[config.mk]
export PLATFORM = sky130hd
export DESIGN_NAME = bdsc_status_security
export DESIGN_NICKNAME = d
export VERILOG_FILES = /design/src/hw/bdsc_pkg.sv /design/src/hw/bdsc_status_security.sv
export SDC_FILE = /design/constraint.sdc
export NUM_CORES = 1
export LEC_CHECK = 0
export BUFFER_PORTS_ARGS = -buffer_cell sky130_fd_sc_hd__buf_4
export CELL_PAD_IN_SITES_DETAIL_PLACEMENT = 1
export CELL_PAD_IN_SITES_GLOBAL_PLACEMENT = 2
export CORE_MARGIN = 2
export CORE_UTILIZATION = 28
export CTS_BUF_LIST = sky130_fd_sc_hd__clkbuf_8
export CTS_CLUSTER_DIAMETER = 40
export DETAILED_ROUTE_END_ITERATION = 8
export PLACE_DENSITY = 0.95
export SYNTH_ARGS = -nofsm -noshare
export SYNTH_HDL_FRONTEND = slang
export SYNTH_SLANG_ARGS = --single-unit
export TNS_END_PERCENT = 10
[constraint.sdc]
create_clock -name mclk -period 4.1 [get_ports mclk]
set_input_delay 0.82 -clock mclk [delete_from_list [all_inputs] [get_ports mclk]]
set_output_delay 0.82 -clock mclk [all_outputs]
set_load 0.02 [all_outputs]
[src/hw/bdsc_pkg.sv]
// Purpose: Constants for the debug status, clock and security block
// Assumes: 10 MHz mclk, byte-wide register port
// Notes: Offsets are the documented byte addresses
package bdsc_pkg;
  // ****************************************
  // Register map
  // ****************************************
  localparam logic [15:0] ADDR_STATUS = 16'hFF01;
  localparam logic [15:0] ADDR_CCR_HOLD = 16'hFF06;
  localparam logic [15:0] ADDR_REG_SHADOW = 16'hFF07;
  localparam logic [15:0] ADDR_WIN_LO = 16'hFF00;
  // ****************************************
  // Status register fields
  // ****************************************
  localparam int BIT_ENABLE = 7;
  localparam int BIT_ACTIVE = 6;
  localparam int BIT_TAG = 5;
  localparam int BIT_SDV = 4;
  localparam int BIT_TRACE = 3;
  localparam int BIT_CLKSEL = 2;
  localparam int BIT_UNSECURE_FLAG = 1;
  // ****************************************
  // Reset values
  // ****************************************
  localparam logic [7:0] CCR_RESET_SSC = 8'hD8;
  localparam logic [7:0] CCR_RESET_CPU = 8'hD0;
  localparam logic [7:0] BYTE_ZERO = 8'h00;
  // ****************************************
  // Shadow layout: base bits 14:11 at 6:3
  // ****************************************
  localparam int SHADOW_LSB = 3;
  localparam int BASE_LSB = 11;
  localparam int BASE_W = 4;
  // ****************************************
  // Clock switch delay
  // ****************************************
  localparam int SWITCH_CYCLES = 150;
  localparam int CNT_W = 8;
  localparam logic [CNT_W-1:0] SWITCH_LAST = CNT_W'(SWITCH_CYCLES - 1);
  // ****************************************
  // Debug clock sources and command origins
  // ****************************************
  typedef enum logic [1:0] {
    BDSC_CLK_BUS,
    BDSC_CLK_ALT,
    BDSC_CLK_PLL
  } bdsc_clk_src_t;
  typedef enum logic [1:0] {
    BDSC_SRC_HW,
    BDSC_SRC_FW,
    BDSC_SRC_SECFW,
    BDSC_SRC_CPU
  } bdsc_origin_t;
endpackage

[src/hw/bdsc_status_security.sv]
// Purpose: Debug status, clock selection, security and CONDITION_CODE holding logic
// Assumes: Inputs synchronous to mclk; serial protocol lives outside
// Notes: Register writes arrive tagged with the command origin
module bdsc_status_security (
  // Clock and reset
  input wire logic mclk,
  input wire logic sys_rst,
  // Mode and system inputs
  input wire logic special_single_chip,
  input wire logic pll_select,
  input wire logic [7:0] condition_code,
  input wire logic [15:0] register_space_base,
  input wire logic cpu_debug_request,
  input wire logic cpu_exit_debug,
  // Register access port
  input wire logic reg_wr,
  input wire logic reg_rd,
  input wire logic [15:0] reg_addr,
  input wire logic [7:0] reg_wdata,
  input wire bdsc_pkg::bdsc_origin_t reg_origin,
  output logic [7:0] reg_rdata,
  // Command gating
  input wire logic cmd_valid,
  input wire logic cmd_is_firmware,
  input wire logic cmd_is_background,
  output logic cmd_accept,
  output logic cmd_reject,
  // Clock selection, maps, flags and held condition code
  output bdsc_pkg::bdsc_clk_src_t debug_clock,
  output logic clock_switching,
  output logic std_table_mapped,
  output logic secure_table_mapped,
  output logic debug_active_flag,
  output logic unsecure_flag,
  output logic [7:0] ccr_restore
);
  // ****************************************
  // State
  // ****************************************
  logic debug_enable_q;
  logic active_q;
  logic unsecure_flag_q;
  logic clksel_q;
  logic tag_q;
  logic [7:0] ccr_q;
  logic [7:0] ccr_d;
  logic [7:0] rdata_q;
  bdsc_pkg::bdsc_clk_src_t clk_q;
  bdsc_pkg::bdsc_clk_src_t clk_d;
  logic [bdsc_pkg::CNT_W-1:0] cnt_q;
  logic switching_q;
  logic secure_map_q;
  logic accept_q;
  logic reject_q;

  // ****************************************
  // Decode signals
  // ****************************************
  logic from_hw;
  logic from_fw;
  logic from_secfw;
  logic from_cpu;
  logic wr_status;
  logic wr_ccr;
  logic hw_wr;
  logic unsecure_flag_wr;
  logic active_clear;
  logic enter;
  logic ccr_fix;
  logic switch_start;
  logic switch_done;
  logic fw_allowed;
  logic accept_d;
  logic reject_d;
  logic [7:0] status_byte;
  logic [7:0] shadow_byte;

  // ****************************************
  // Write decode
  // ****************************************
  assign from_hw = (reg_origin == bdsc_pkg::BDSC_SRC_HW);
  assign from_fw = (reg_origin == bdsc_pkg::BDSC_SRC_FW);
  assign from_secfw = (reg_origin == bdsc_pkg::BDSC_SRC_SECFW);
  assign from_cpu = (reg_origin == bdsc_pkg::BDSC_SRC_CPU);
  assign wr_status = reg_wr && (reg_addr == bdsc_pkg::ADDR_STATUS);
  assign wr_ccr = reg_wr && (reg_addr == bdsc_pkg::ADDR_CCR_HOLD);
  // Only the hardware command path may move the clock select
  assign hw_wr = wr_status && from_hw;
  // Secure firmware in special single-chip mode owns the unsecure bit
  assign unsecure_flag_wr = wr_status && special_single_chip && from_secfw;
  // Standard firmware exit store, or the CPU exit sequence
  assign active_clear = cpu_exit_debug
    || (wr_status && from_fw && !reg_wdata[bdsc_pkg::BIT_ACTIVE]);

  // ****************************************
  // Activation decode
  // ****************************************
  // Activation via background command or CPU request, only when enabled
  assign enter = debug_enable_q && !active_q
    && ((cmd_valid && cmd_is_background) || cpu_debug_request);

  // ****************************************
  // Clock source decode
  // ****************************************
  always_comb begin
    if (!pll_select) begin
      clk_d = bdsc_pkg::BDSC_CLK_BUS;
    end else if (!clksel_q) begin
      clk_d = bdsc_pkg::BDSC_CLK_ALT;
    end else begin
      clk_d = bdsc_pkg::BDSC_CLK_PLL;
    end
  end

  // ****************************************
  // Clock-select bit
  // ****************************************
  always_ff @(posedge mclk) begin
    if (sys_rst) begin
      clksel_q <= 1'b0;
    end else if (hw_wr) begin
      clksel_q <= reg_wdata[bdsc_pkg::BIT_CLKSEL];
    end
  end

  // ****************************************
  // Switch delay and applied source
  // ****************************************
  // A new target starts one delay; the old source keeps timing until it ends
  assign switch_start = (clk_d != clk_q) && !switching_q;
  assign switch_done = switching_q && (cnt_q == bdsc_pkg::SWITCH_LAST);

  always_ff @(posedge mclk) begin
    if (sys_rst) begin
      switching_q <= 1'b0;
    end else if (switch_start) begin
      switching_q <= 1'b1;
    end else if (switch_done) begin
      switching_q <= 1'b0;
    end
  end

  always_ff @(posedge mclk) begin
    if (sys_rst) begin
      cnt_q <= '0;
    end else if (switch_start) begin
      cnt_q <= '0;
    end else if (switching_q && !switch_done) begin
      cnt_q <= cnt_q + 1'b1;
    end
  end

  // Serial timing and the acknowledge follow the applied source
  always_ff @(posedge mclk) begin
    if (sys_rst) begin
      clk_q <= bdsc_pkg::BDSC_CLK_BUS;
    end else if (switch_done) begin
      clk_q <= clk_d;
    end
  end

  // ****************************************
  // Enable, tag and active flags
  // ****************************************
  always_ff @(posedge mclk) begin
    if (sys_rst) begin
      debug_enable_q <= 1'b0;
    end else if (wr_status && !from_cpu) begin
      debug_enable_q <= reg_wdata[bdsc_pkg::BIT_ENABLE];
    end
  end

  // Entry clears tagging unless a non-CPU status write lands in the same cycle
  always_ff @(posedge mclk) begin
    if (sys_rst) begin
      tag_q <= 1'b0;
    end else if (wr_status && !from_cpu) begin
      tag_q <= reg_wdata[bdsc_pkg::BIT_TAG];
    end else if (enter) begin
      tag_q <= 1'b0;
    end
  end

  // Entry wins over an exit request in the same cycle
  always_ff @(posedge mclk) begin
    if (sys_rst) begin
      active_q <= 1'b0;
    end else if (enter) begin
      active_q <= 1'b1;
    end else if (active_clear) begin
      active_q <= 1'b0;
    end
  end

  // ****************************************
  // Security
  // ****************************************
  always_ff @(posedge mclk) begin
    if (sys_rst) begin
      unsecure_flag_q <= 1'b0;
    end else if (unsecure_flag_wr) begin
      unsecure_flag_q <= reg_wdata[bdsc_pkg::BIT_UNSECURE_FLAG];
    end
  end

  // In special single-chip mode the secure table stays in the map until secure firmware sets the unsecure bit
  always_ff @(posedge mclk) begin
    if (sys_rst) begin
      secure_map_q <= 1'b0;
    end else if (!special_single_chip || unsecure_flag_q) begin
      secure_map_q <= 1'b0;
    end else begin
      secure_map_q <= 1'b1;
    end
  end

  // ****************************************
  // CONDITION_CODE holding register
  // ****************************************
  // Special single-chip mode replaces the CPU reset value whenever it is held while inactive
  assign ccr_fix = special_single_chip && !active_q
    && (ccr_q == bdsc_pkg::CCR_RESET_CPU);

  // Host writes beat the capture on entry
  always_comb begin
    ccr_d = ccr_q;
    if (wr_ccr) begin
      ccr_d = reg_wdata;
    end else if (enter) begin
      ccr_d = condition_code;
    end else if (ccr_fix) begin
      ccr_d = bdsc_pkg::CCR_RESET_SSC;
    end
  end

  always_ff @(posedge mclk) begin
    if (sys_rst) begin
      ccr_q <= bdsc_pkg::CCR_RESET_CPU;
    end else begin
      ccr_q <= ccr_d;
    end
  end

  // ****************************************
  // Command gating
  // ****************************************
  // Firmware needs active mode and no secure lockout
  assign fw_allowed = active_q && !secure_map_q;
  // Tagging shuts the serial side for every command
  assign accept_d = cmd_valid && !tag_q
    && (!cmd_is_firmware || fw_allowed);
  assign reject_d = cmd_valid
    && (tag_q || (cmd_is_firmware && !fw_allowed));

  always_ff @(posedge mclk) begin
    if (sys_rst) begin
      accept_q <= 1'b0;
      reject_q <= 1'b0;
    end else begin
      accept_q <= accept_d;
      reject_q <= reject_d;
    end
  end

  // ****************************************
  // Read data assembly
  // ****************************************
  always_comb begin
    status_byte = bdsc_pkg::BYTE_ZERO;
    status_byte[bdsc_pkg::BIT_ENABLE] = debug_enable_q;
    status_byte[bdsc_pkg::BIT_ACTIVE] = active_q;
    status_byte[bdsc_pkg::BIT_TAG] = tag_q;
    status_byte[bdsc_pkg::BIT_CLKSEL] = clksel_q;
    status_byte[bdsc_pkg::BIT_UNSECURE_FLAG] = unsecure_flag_q;
  end

  // Base bits 14:11 land on 6:3; the rest read as zero
  for (genvar i = 0; i < $bits(shadow_byte); i++) begin : g_shadow
    if ((i >= bdsc_pkg::SHADOW_LSB)
      && (i < bdsc_pkg::SHADOW_LSB + bdsc_pkg::BASE_W)) begin : g_base
      assign shadow_byte[i] =
        register_space_base[i - bdsc_pkg::SHADOW_LSB + bdsc_pkg::BASE_LSB];
    end else begin : g_zero
      assign shadow_byte[i] = 1'b0;
    end
  end

  // ****************************************
  // Read path
  // ****************************************
  always_ff @(posedge mclk) begin
    if (sys_rst) begin
      rdata_q <= bdsc_pkg::BYTE_ZERO;
    end else if (reg_rd) begin
      case (reg_addr)
        bdsc_pkg::ADDR_STATUS: begin
          rdata_q <= status_byte;
        end
        bdsc_pkg::ADDR_CCR_HOLD: begin
          rdata_q <= ccr_q;
        end
        bdsc_pkg::ADDR_REG_SHADOW: begin
          rdata_q <= shadow_byte;
        end
        default: begin
          rdata_q <= bdsc_pkg::BYTE_ZERO;
        end
      endcase
    end
  end

  // ****************************************
  // Outputs
  // ****************************************
  assign reg_rdata = rdata_q;
  assign cmd_accept = accept_q;
  assign cmd_reject = reject_q;
  assign debug_clock = clk_q;
  assign clock_switching = switching_q;
  assign std_table_mapped = active_q;
  assign secure_table_mapped = secure_map_q;
  assign debug_active_flag = active_q;
  assign unsecure_flag = unsecure_flag_q;
  assign ccr_restore = ccr_q;
endmodule

* Word level (Yosys, flattened, before mapping)
Cells that the tools add are included.
** Operators by class
- Shift-type cells :: 0
- Bitwise logic cells :: 0
- Reductions and logical operators :: 42
- $lt $le $gt $ge :: 0
- Div/mod/pow operators :: 0
- Multipliers :: 0
- Add/subtract/negate cells :: 1
- Equal/unequal tests :: 9
- Mux-type cells :: 13
** Operator list (count)
- == test 16 bit, second input constant :: 3
- two-way mux 8 bit :: 3
- case mux 8 bit (3 select lines) :: 1
- logical AND 1 bit :: 21
- == test 8 bit, second input constant :: 2
- zero test 1 bit :: 10
- adder 8 x 1 -> 8 bit, second input constant :: 1
- two-way mux 1 bit :: 7
- nonzero test 2 bit :: 3
- logical OR 1 bit :: 5
- == test 2 bit, second input constant :: 2
- two-way mux 2 bit :: 2
- nonzero test 3 bit :: 1
- == test 2 x 1 -> 1 bit, second input constant :: 1
- zero test 2 bit :: 1
- != test 2 bit :: 1
- OR reduction 2 bit :: 1
** Storage, ports and cells
- Word-level logic and storage cells :: 78
- Latch bits :: 0
- Output and inout bits :: 25
- Bits in registers :: 35
- Bits of input ports :: 61
- Memory bits (read-only) :: 0
- Memories kept :: 0
- Bits in writable memories :: 0

* Depth between registers and ports, before layout
- Depth after elaboration :: 7
- Gate-level depth with buffers :: 6
- Mapped depth without buffers :: 6

* Least setup slack after synthesis
Ideal clock, no wire load.
- Path type :: in2reg
- Start point :: input reg_addr[5]
- End point :: register tag_q
- Setup time :: 0.132 ns
- Arrival :: 2.294 ns
- Path buffers :: 1
- Stages on the path :: 5
- Required time :: 3.968 ns
- Slack :: 1.674 ns
- Cell sequence :: or4_4 > or4_4 > buf_6 > o211ai_2 > a21oi_1
** On the way
- Cells in the longest elaborated chain, start to end :: 4
- Elaborated cells on any way between the ends :: 5
- Those cells by class :: eq/ne: 1; mux: 1; reduce/logical: 3
** RTL lines
- start: declaration :: RTL line bdsc_status_security.sv:18 : input wire logic [15:0] reg_addr,
- == test 16 bit (*) :: RTL line bdsc_status_security.sv:85 : assign wr_status = reg_wr && (reg_addr == bdsc_pkg::ADDR_STATUS);
- logical AND 1 bit (*) :: RTL line bdsc_status_security.sv:85
- logical AND 1 bit (*) :: RTL line bdsc_status_security.sv:177 : end else if (wr_status && !from_cpu) begin
- two-way mux 1 bit or nonzero test 2 bit (tied branches)
- end signal: assignment :: RTL line bdsc_status_security.sv:178 : tag_q <= reg_wdata[bdsc_pkg::BIT_TAG];
- end: declaration :: RTL line bdsc_status_security.sv:44 : logic tag_q;
Mark *: on every way between the ends. The rest lies on a longest branch, timed or not.
A chain may end at the register's enable or synchronous reset.

* Final worst setup path
- Start point :: input reg_addr[5]
- End point :: register ccr_q[2], in the netlist ccr_restore[2]
** On the way
- Cells in the longest elaborated chain, start to end :: 3
- Elaborated cells on any way between the ends :: 4
- Those cells by class :: eq/ne: 1; mux: 1; reduce/logical: 2
** RTL lines
- == test 16 bit (*) :: RTL line bdsc_status_security.sv:86 : assign wr_ccr = reg_wr && (reg_addr == bdsc_pkg::ADDR_CCR_HOLD);
- logical AND 1 bit (*) :: RTL line bdsc_status_security.sv:86
- nonzero test 3 bit (no line) or two-way mux 8 bit (tied branches)
- end signal: assignment :: RTL line bdsc_status_security.sv:238 : ccr_q <= bdsc_pkg::CCR_RESET_CPU;
- end signal: assignment :: RTL line bdsc_status_security.sv:240 : ccr_q <= ccr_d;
- end: declaration :: RTL line bdsc_status_security.sv:45 : logic [7:0] ccr_q;
Marks and branches as above.

==> flow_summary.json <==
{
  "syn_to_final_growth_pct": 39.1,
  "dieArea_um2": 6990,
  "placedCellCount": 340,
  "ys_warn_count": 0,
  "multi_input_area_um2": 1010,
  "synthCells": 198,
  "seq_area_frac_synth": 0.395,
  "area_of_all_placed_cells_without_fillers_um2": 2470,
  "layout-drive-gt1-share": 0.337,
  "final_number_of_setup_violating_endpoints": 0,
  "cp_data_required_time_ns": 4.30,
  "synth-seq-cells": 35,
  "timing.setup.tns_ns": 0,
  "timing.final.hold_violations": 0,
  "clockRootBuffer": "clkbuf_8",
  "achievable-frequency_mhz": 425,
  "worst_skew_pair.late_latency_ns": 0.29,
  "slew_viol_final": 0,
  "dominantRegCellSynth": "dfxtp_1",
  "cts_post_setup_buffers_inserted": 0,
  "layout.nets": 333,
  "rows": 29,
  "swShare": 0.242,
  "critPathCapture": "ccr_restore[2]$_SDFFE_PP0P_",
  "power.density_cell_area_nw_per_um2": 279,
  "cts_tree": "built",
  "post_cts_hold_buffer_count": 0,
  "n_antenna_cell": 0,
  "detailed_place.area_um2": 2380,
  "layout_setup_ws_ns": 1.75,
  "r2r-end": "debug_clock[0]$_SDFFE_PP0P_",
  "post_layout_power_mw": 0.690,
  "die-height_um": 83.6,
  "comb_power_share": 0.128,
  "h-tree-depth": 2,
  "finalCritPeriodShare": 0.574,
  "largest_net_degree_at_the_start_of_global_routing": 27,
  "finalHoldWorstSlack_ns": 0.476,
  "synth_top_cell_by_area": "dfxtp_1",
  "reg2reg_setup_slack_ns": 2.46,
  "asyncSetResetFlopFracSynth": 0,
  "worstPathArrival_ns": 2.55,
  "routed_wl_per_cell_um": 16.0,
  "cp-end-kind": "register",
  "critPathLaunchType": "input port",
  "cts_resized": 0,
  "avg_vias_per_cell": 5.16,
  "grt_first_pass_wirelength_um": 9350,
  "synth_area_per_cell_um2": 8.96,
  "sequential_cell_area_um2": 701,
  "wl_um": 5540,
  "clock-sinks": 35,
  "period_minus_slack_ns": 2.35,
  "p_switching_mw": 0.167,
  "static-leakage-power_nw": 1.05,
  "grt_remaining_overflow": 0,
  "drv_cap": 0,
  "hold_path.class": "register to register",
  "synth.lib_cells_used.distinct": 46,
  "seqPwrFrac": 0.507,
  "route.detailed.drc": 0,
  "ff2ff_path_depth": 5,
  "layout.filler_cells": 756,
  "irDropWorstVdd_v": 0.000190,
  "critical_path.reg2reg.startpoint": "cnt_q[0]$_SDFFE_PP0P_",
  "timing.slew.headroom": 0.539,
  "cts_buffers": 5,
  "timing_worst_setup_path_type": "input port to register",
  "io_pins": 86,
  "postSynthNetCount": 261,
  "grt_pass1_vias": 1903,
  "port-buffer-count": 73,
  "final_core_utilization": 0.396,
  "route.antenna.remaining_nets": 0,
  "power_share_of_the_clock_group": 0.365,
  "initialDrtViolationCount": 55,
  "synth-edff-count": 0,
  "finalNonFillerCells": 347,
  "actual_slew_at_the_worst_max_slew_pin_ns": 0.685,
  "worst_setup_path_startpoint": "reg_addr[5]",
  "cts-root-to-sink-buffers": 2,
  "path_clk_slew_ns": 0.07,
  "start_util": 0.284,
  "crit_path_max_fanout": 7,
  "synth_top_area_share": 0.395,
  "detail_route.first_pass.iterations": 4,
  "synth_area_leaders": "dfxtp_1 (39%), mux2i_1 (5.1%), a21oi_1 (4.5%), nand4_1 (4.2%), nor2_1 (3.2%)",
  "route.vias.total": 1791,
  "outcome": "complete, no violations",
  "grt_setup_unrepaired": "no",
  "placer_congestion_estimate": 0.744,
  "internal-power_mw": 0.522,
  "dp_worst_setup_slack_ns": 1.45,
  "detailed_place_hpwl_um": 4360,
  "floorplan.core_area_um2": 6240,
  "grt_usage": 0.166,
  "initial_antenna_violation_count": 0,
  "synth_area_um2": 1770,
  "finClkSkew_ns": 0.00880,
  "die_width_um": 83.6
}
[registers in the layout, summed over array words and instances, names as in the netlist]
name	count
ccr_restore	8
cnt_q	8
reg_rdata	8
debug_clock	2
clksel_q	1
clock_switching	1
cmd_accept	1
cmd_reject	1
debug_active_flag	1
debug_enable_q	1
secure_table_mapped	1
tag_q	1
unsecure_flag	1
[placed cells by master (no fill, tap or decap), types with 3 or more instances in the layout]
cell | synthesis | layout
a22oi_1 | 5 | 5
a22o_1 | 3 | 3
o2bb2ai_1 | 3 | 3
a211oi_1 | 4 | 4
nand2_1 | 14 | 14
buf_4 | 1 | 74
nand3_1 | 8 | 8
xor2_1 | 4 | 4
clkbuf_8 | 0 | 6
nor2b_1 | 3 | 3
o21ai_1 | 7 | 7
a21oi_1 | 16 | 16
nor3_1 | 6 | 6
mux2i_1 | 9 | 9
a31oi_1 | 3 | 3
nor3b_1 | 3 | 3
inv_1 | 4 | 4
dfxtp_1 | 35 | 35
nor2_1 | 15 | 15
nand4_1 | 12 | 12
[routing by layer]
metal | global-route usage | vias to the layer above | routed length [µm] | part of all wire
met5 | 0 | - | 0 | 0
met4 | 0.0616 | 0 | 103 | 0.019
met3 | 0.0346 | 9 | 247 | 0.045
met2 | 0.282 | 53 | 2780 | 0.50
met1 | 0.205 | 843 | 2410 | 0.43
li1 | - | 886 | - | -
[how the worst min path moves through the flow]
| stage | slack [ns] | depth (start not counted) | end | start |
|---|---|---|---|---|
| 4_1_cts | 0.48 | 2 | reg_rdata[3]$_SDFFE_PP0P_ | reg_rdata[3]$_SDFFE_PP0P_ |
| 2_1_floorplan | 0.46 | 2 | tag_q$_SDFFE_PP0P_ | tag_q$_SDFFE_PP0P_ |
| 5_1_grt | 0.49 | 2 | reg_rdata[3]$_SDFFE_PP0P_ | reg_rdata[3]$_SDFFE_PP0P_ |
| 3_5_place_dp | 0.47 | 2 | reg_rdata[3]$_SDFFE_PP0P_ | reg_rdata[3]$_SDFFE_PP0P_ |
| 6_report | 0.48 | 2 | reg_rdata[3]$_SDFFE_PP0P_ | reg_rdata[3]$_SDFFE_PP0P_ |
| 3_3_place_gp | 0.46 | 2 | reg_rdata[3]$_SDFFE_PP0P_ | reg_rdata[3]$_SDFFE_PP0P_ |
[cell families after synthesis]
group           Yosys count  synth area share
fa+ha+maj                 2            0.0141
flops                    35             0.395
mux                      11            0.0635
xor+xnor                  5            0.0247
compound gates           49             0.188
simple gates             83             0.281
buf+inv                  13            0.0339
[cell type report]
class	instances	share of cell area
timing repair buffer	74	0.225
clock inverter	1	0.00203
sequential	35	0.284
inverter	4	0.00608
multi-input combinational	150	0.411
clock buffer	6	0.0335
tap	77	0.0390
[critical path, stage by stage]
cell and delay [ns]:
buf_4 0.11, or4_4 0.58, nor4_4 0.53, nand2_1 0.24, a211oi_1 0.27
[cells in the mapped netlist (3+ instances only)]
library cell	instances
a22oi_1	5
clkbuf_1	7
a21oi_1	16
nor2_1	15
nor3b_1	3
dfxtp_1	35
a22o_1	3
o2bb2ai_1	3
xor2_1	4
nor2b_1	3
a31oi_1	3
inv_1	4
mux2i_1	9
nor3_1	6
nand3_1	8
a211oi_1	4
nand4_1	12
nand2_1	14
o21ai_1	7
[power groups by stage]
stage / clock network (mW) / logic (mW) / registers [mW]
floorplan: 0 / 0.0337 / 0.358
global placement: 0 / 0.0880 / 0.357
detailed placement: 0 / 0.0893 / 0.357
CTS: 0.260 / 0.0894 / 0.350
global route: 0.283 / 0.0974 / 0.351
finish: 0.252 / 0.0884 / 0.350
Power figures use the tool's default switching activity.
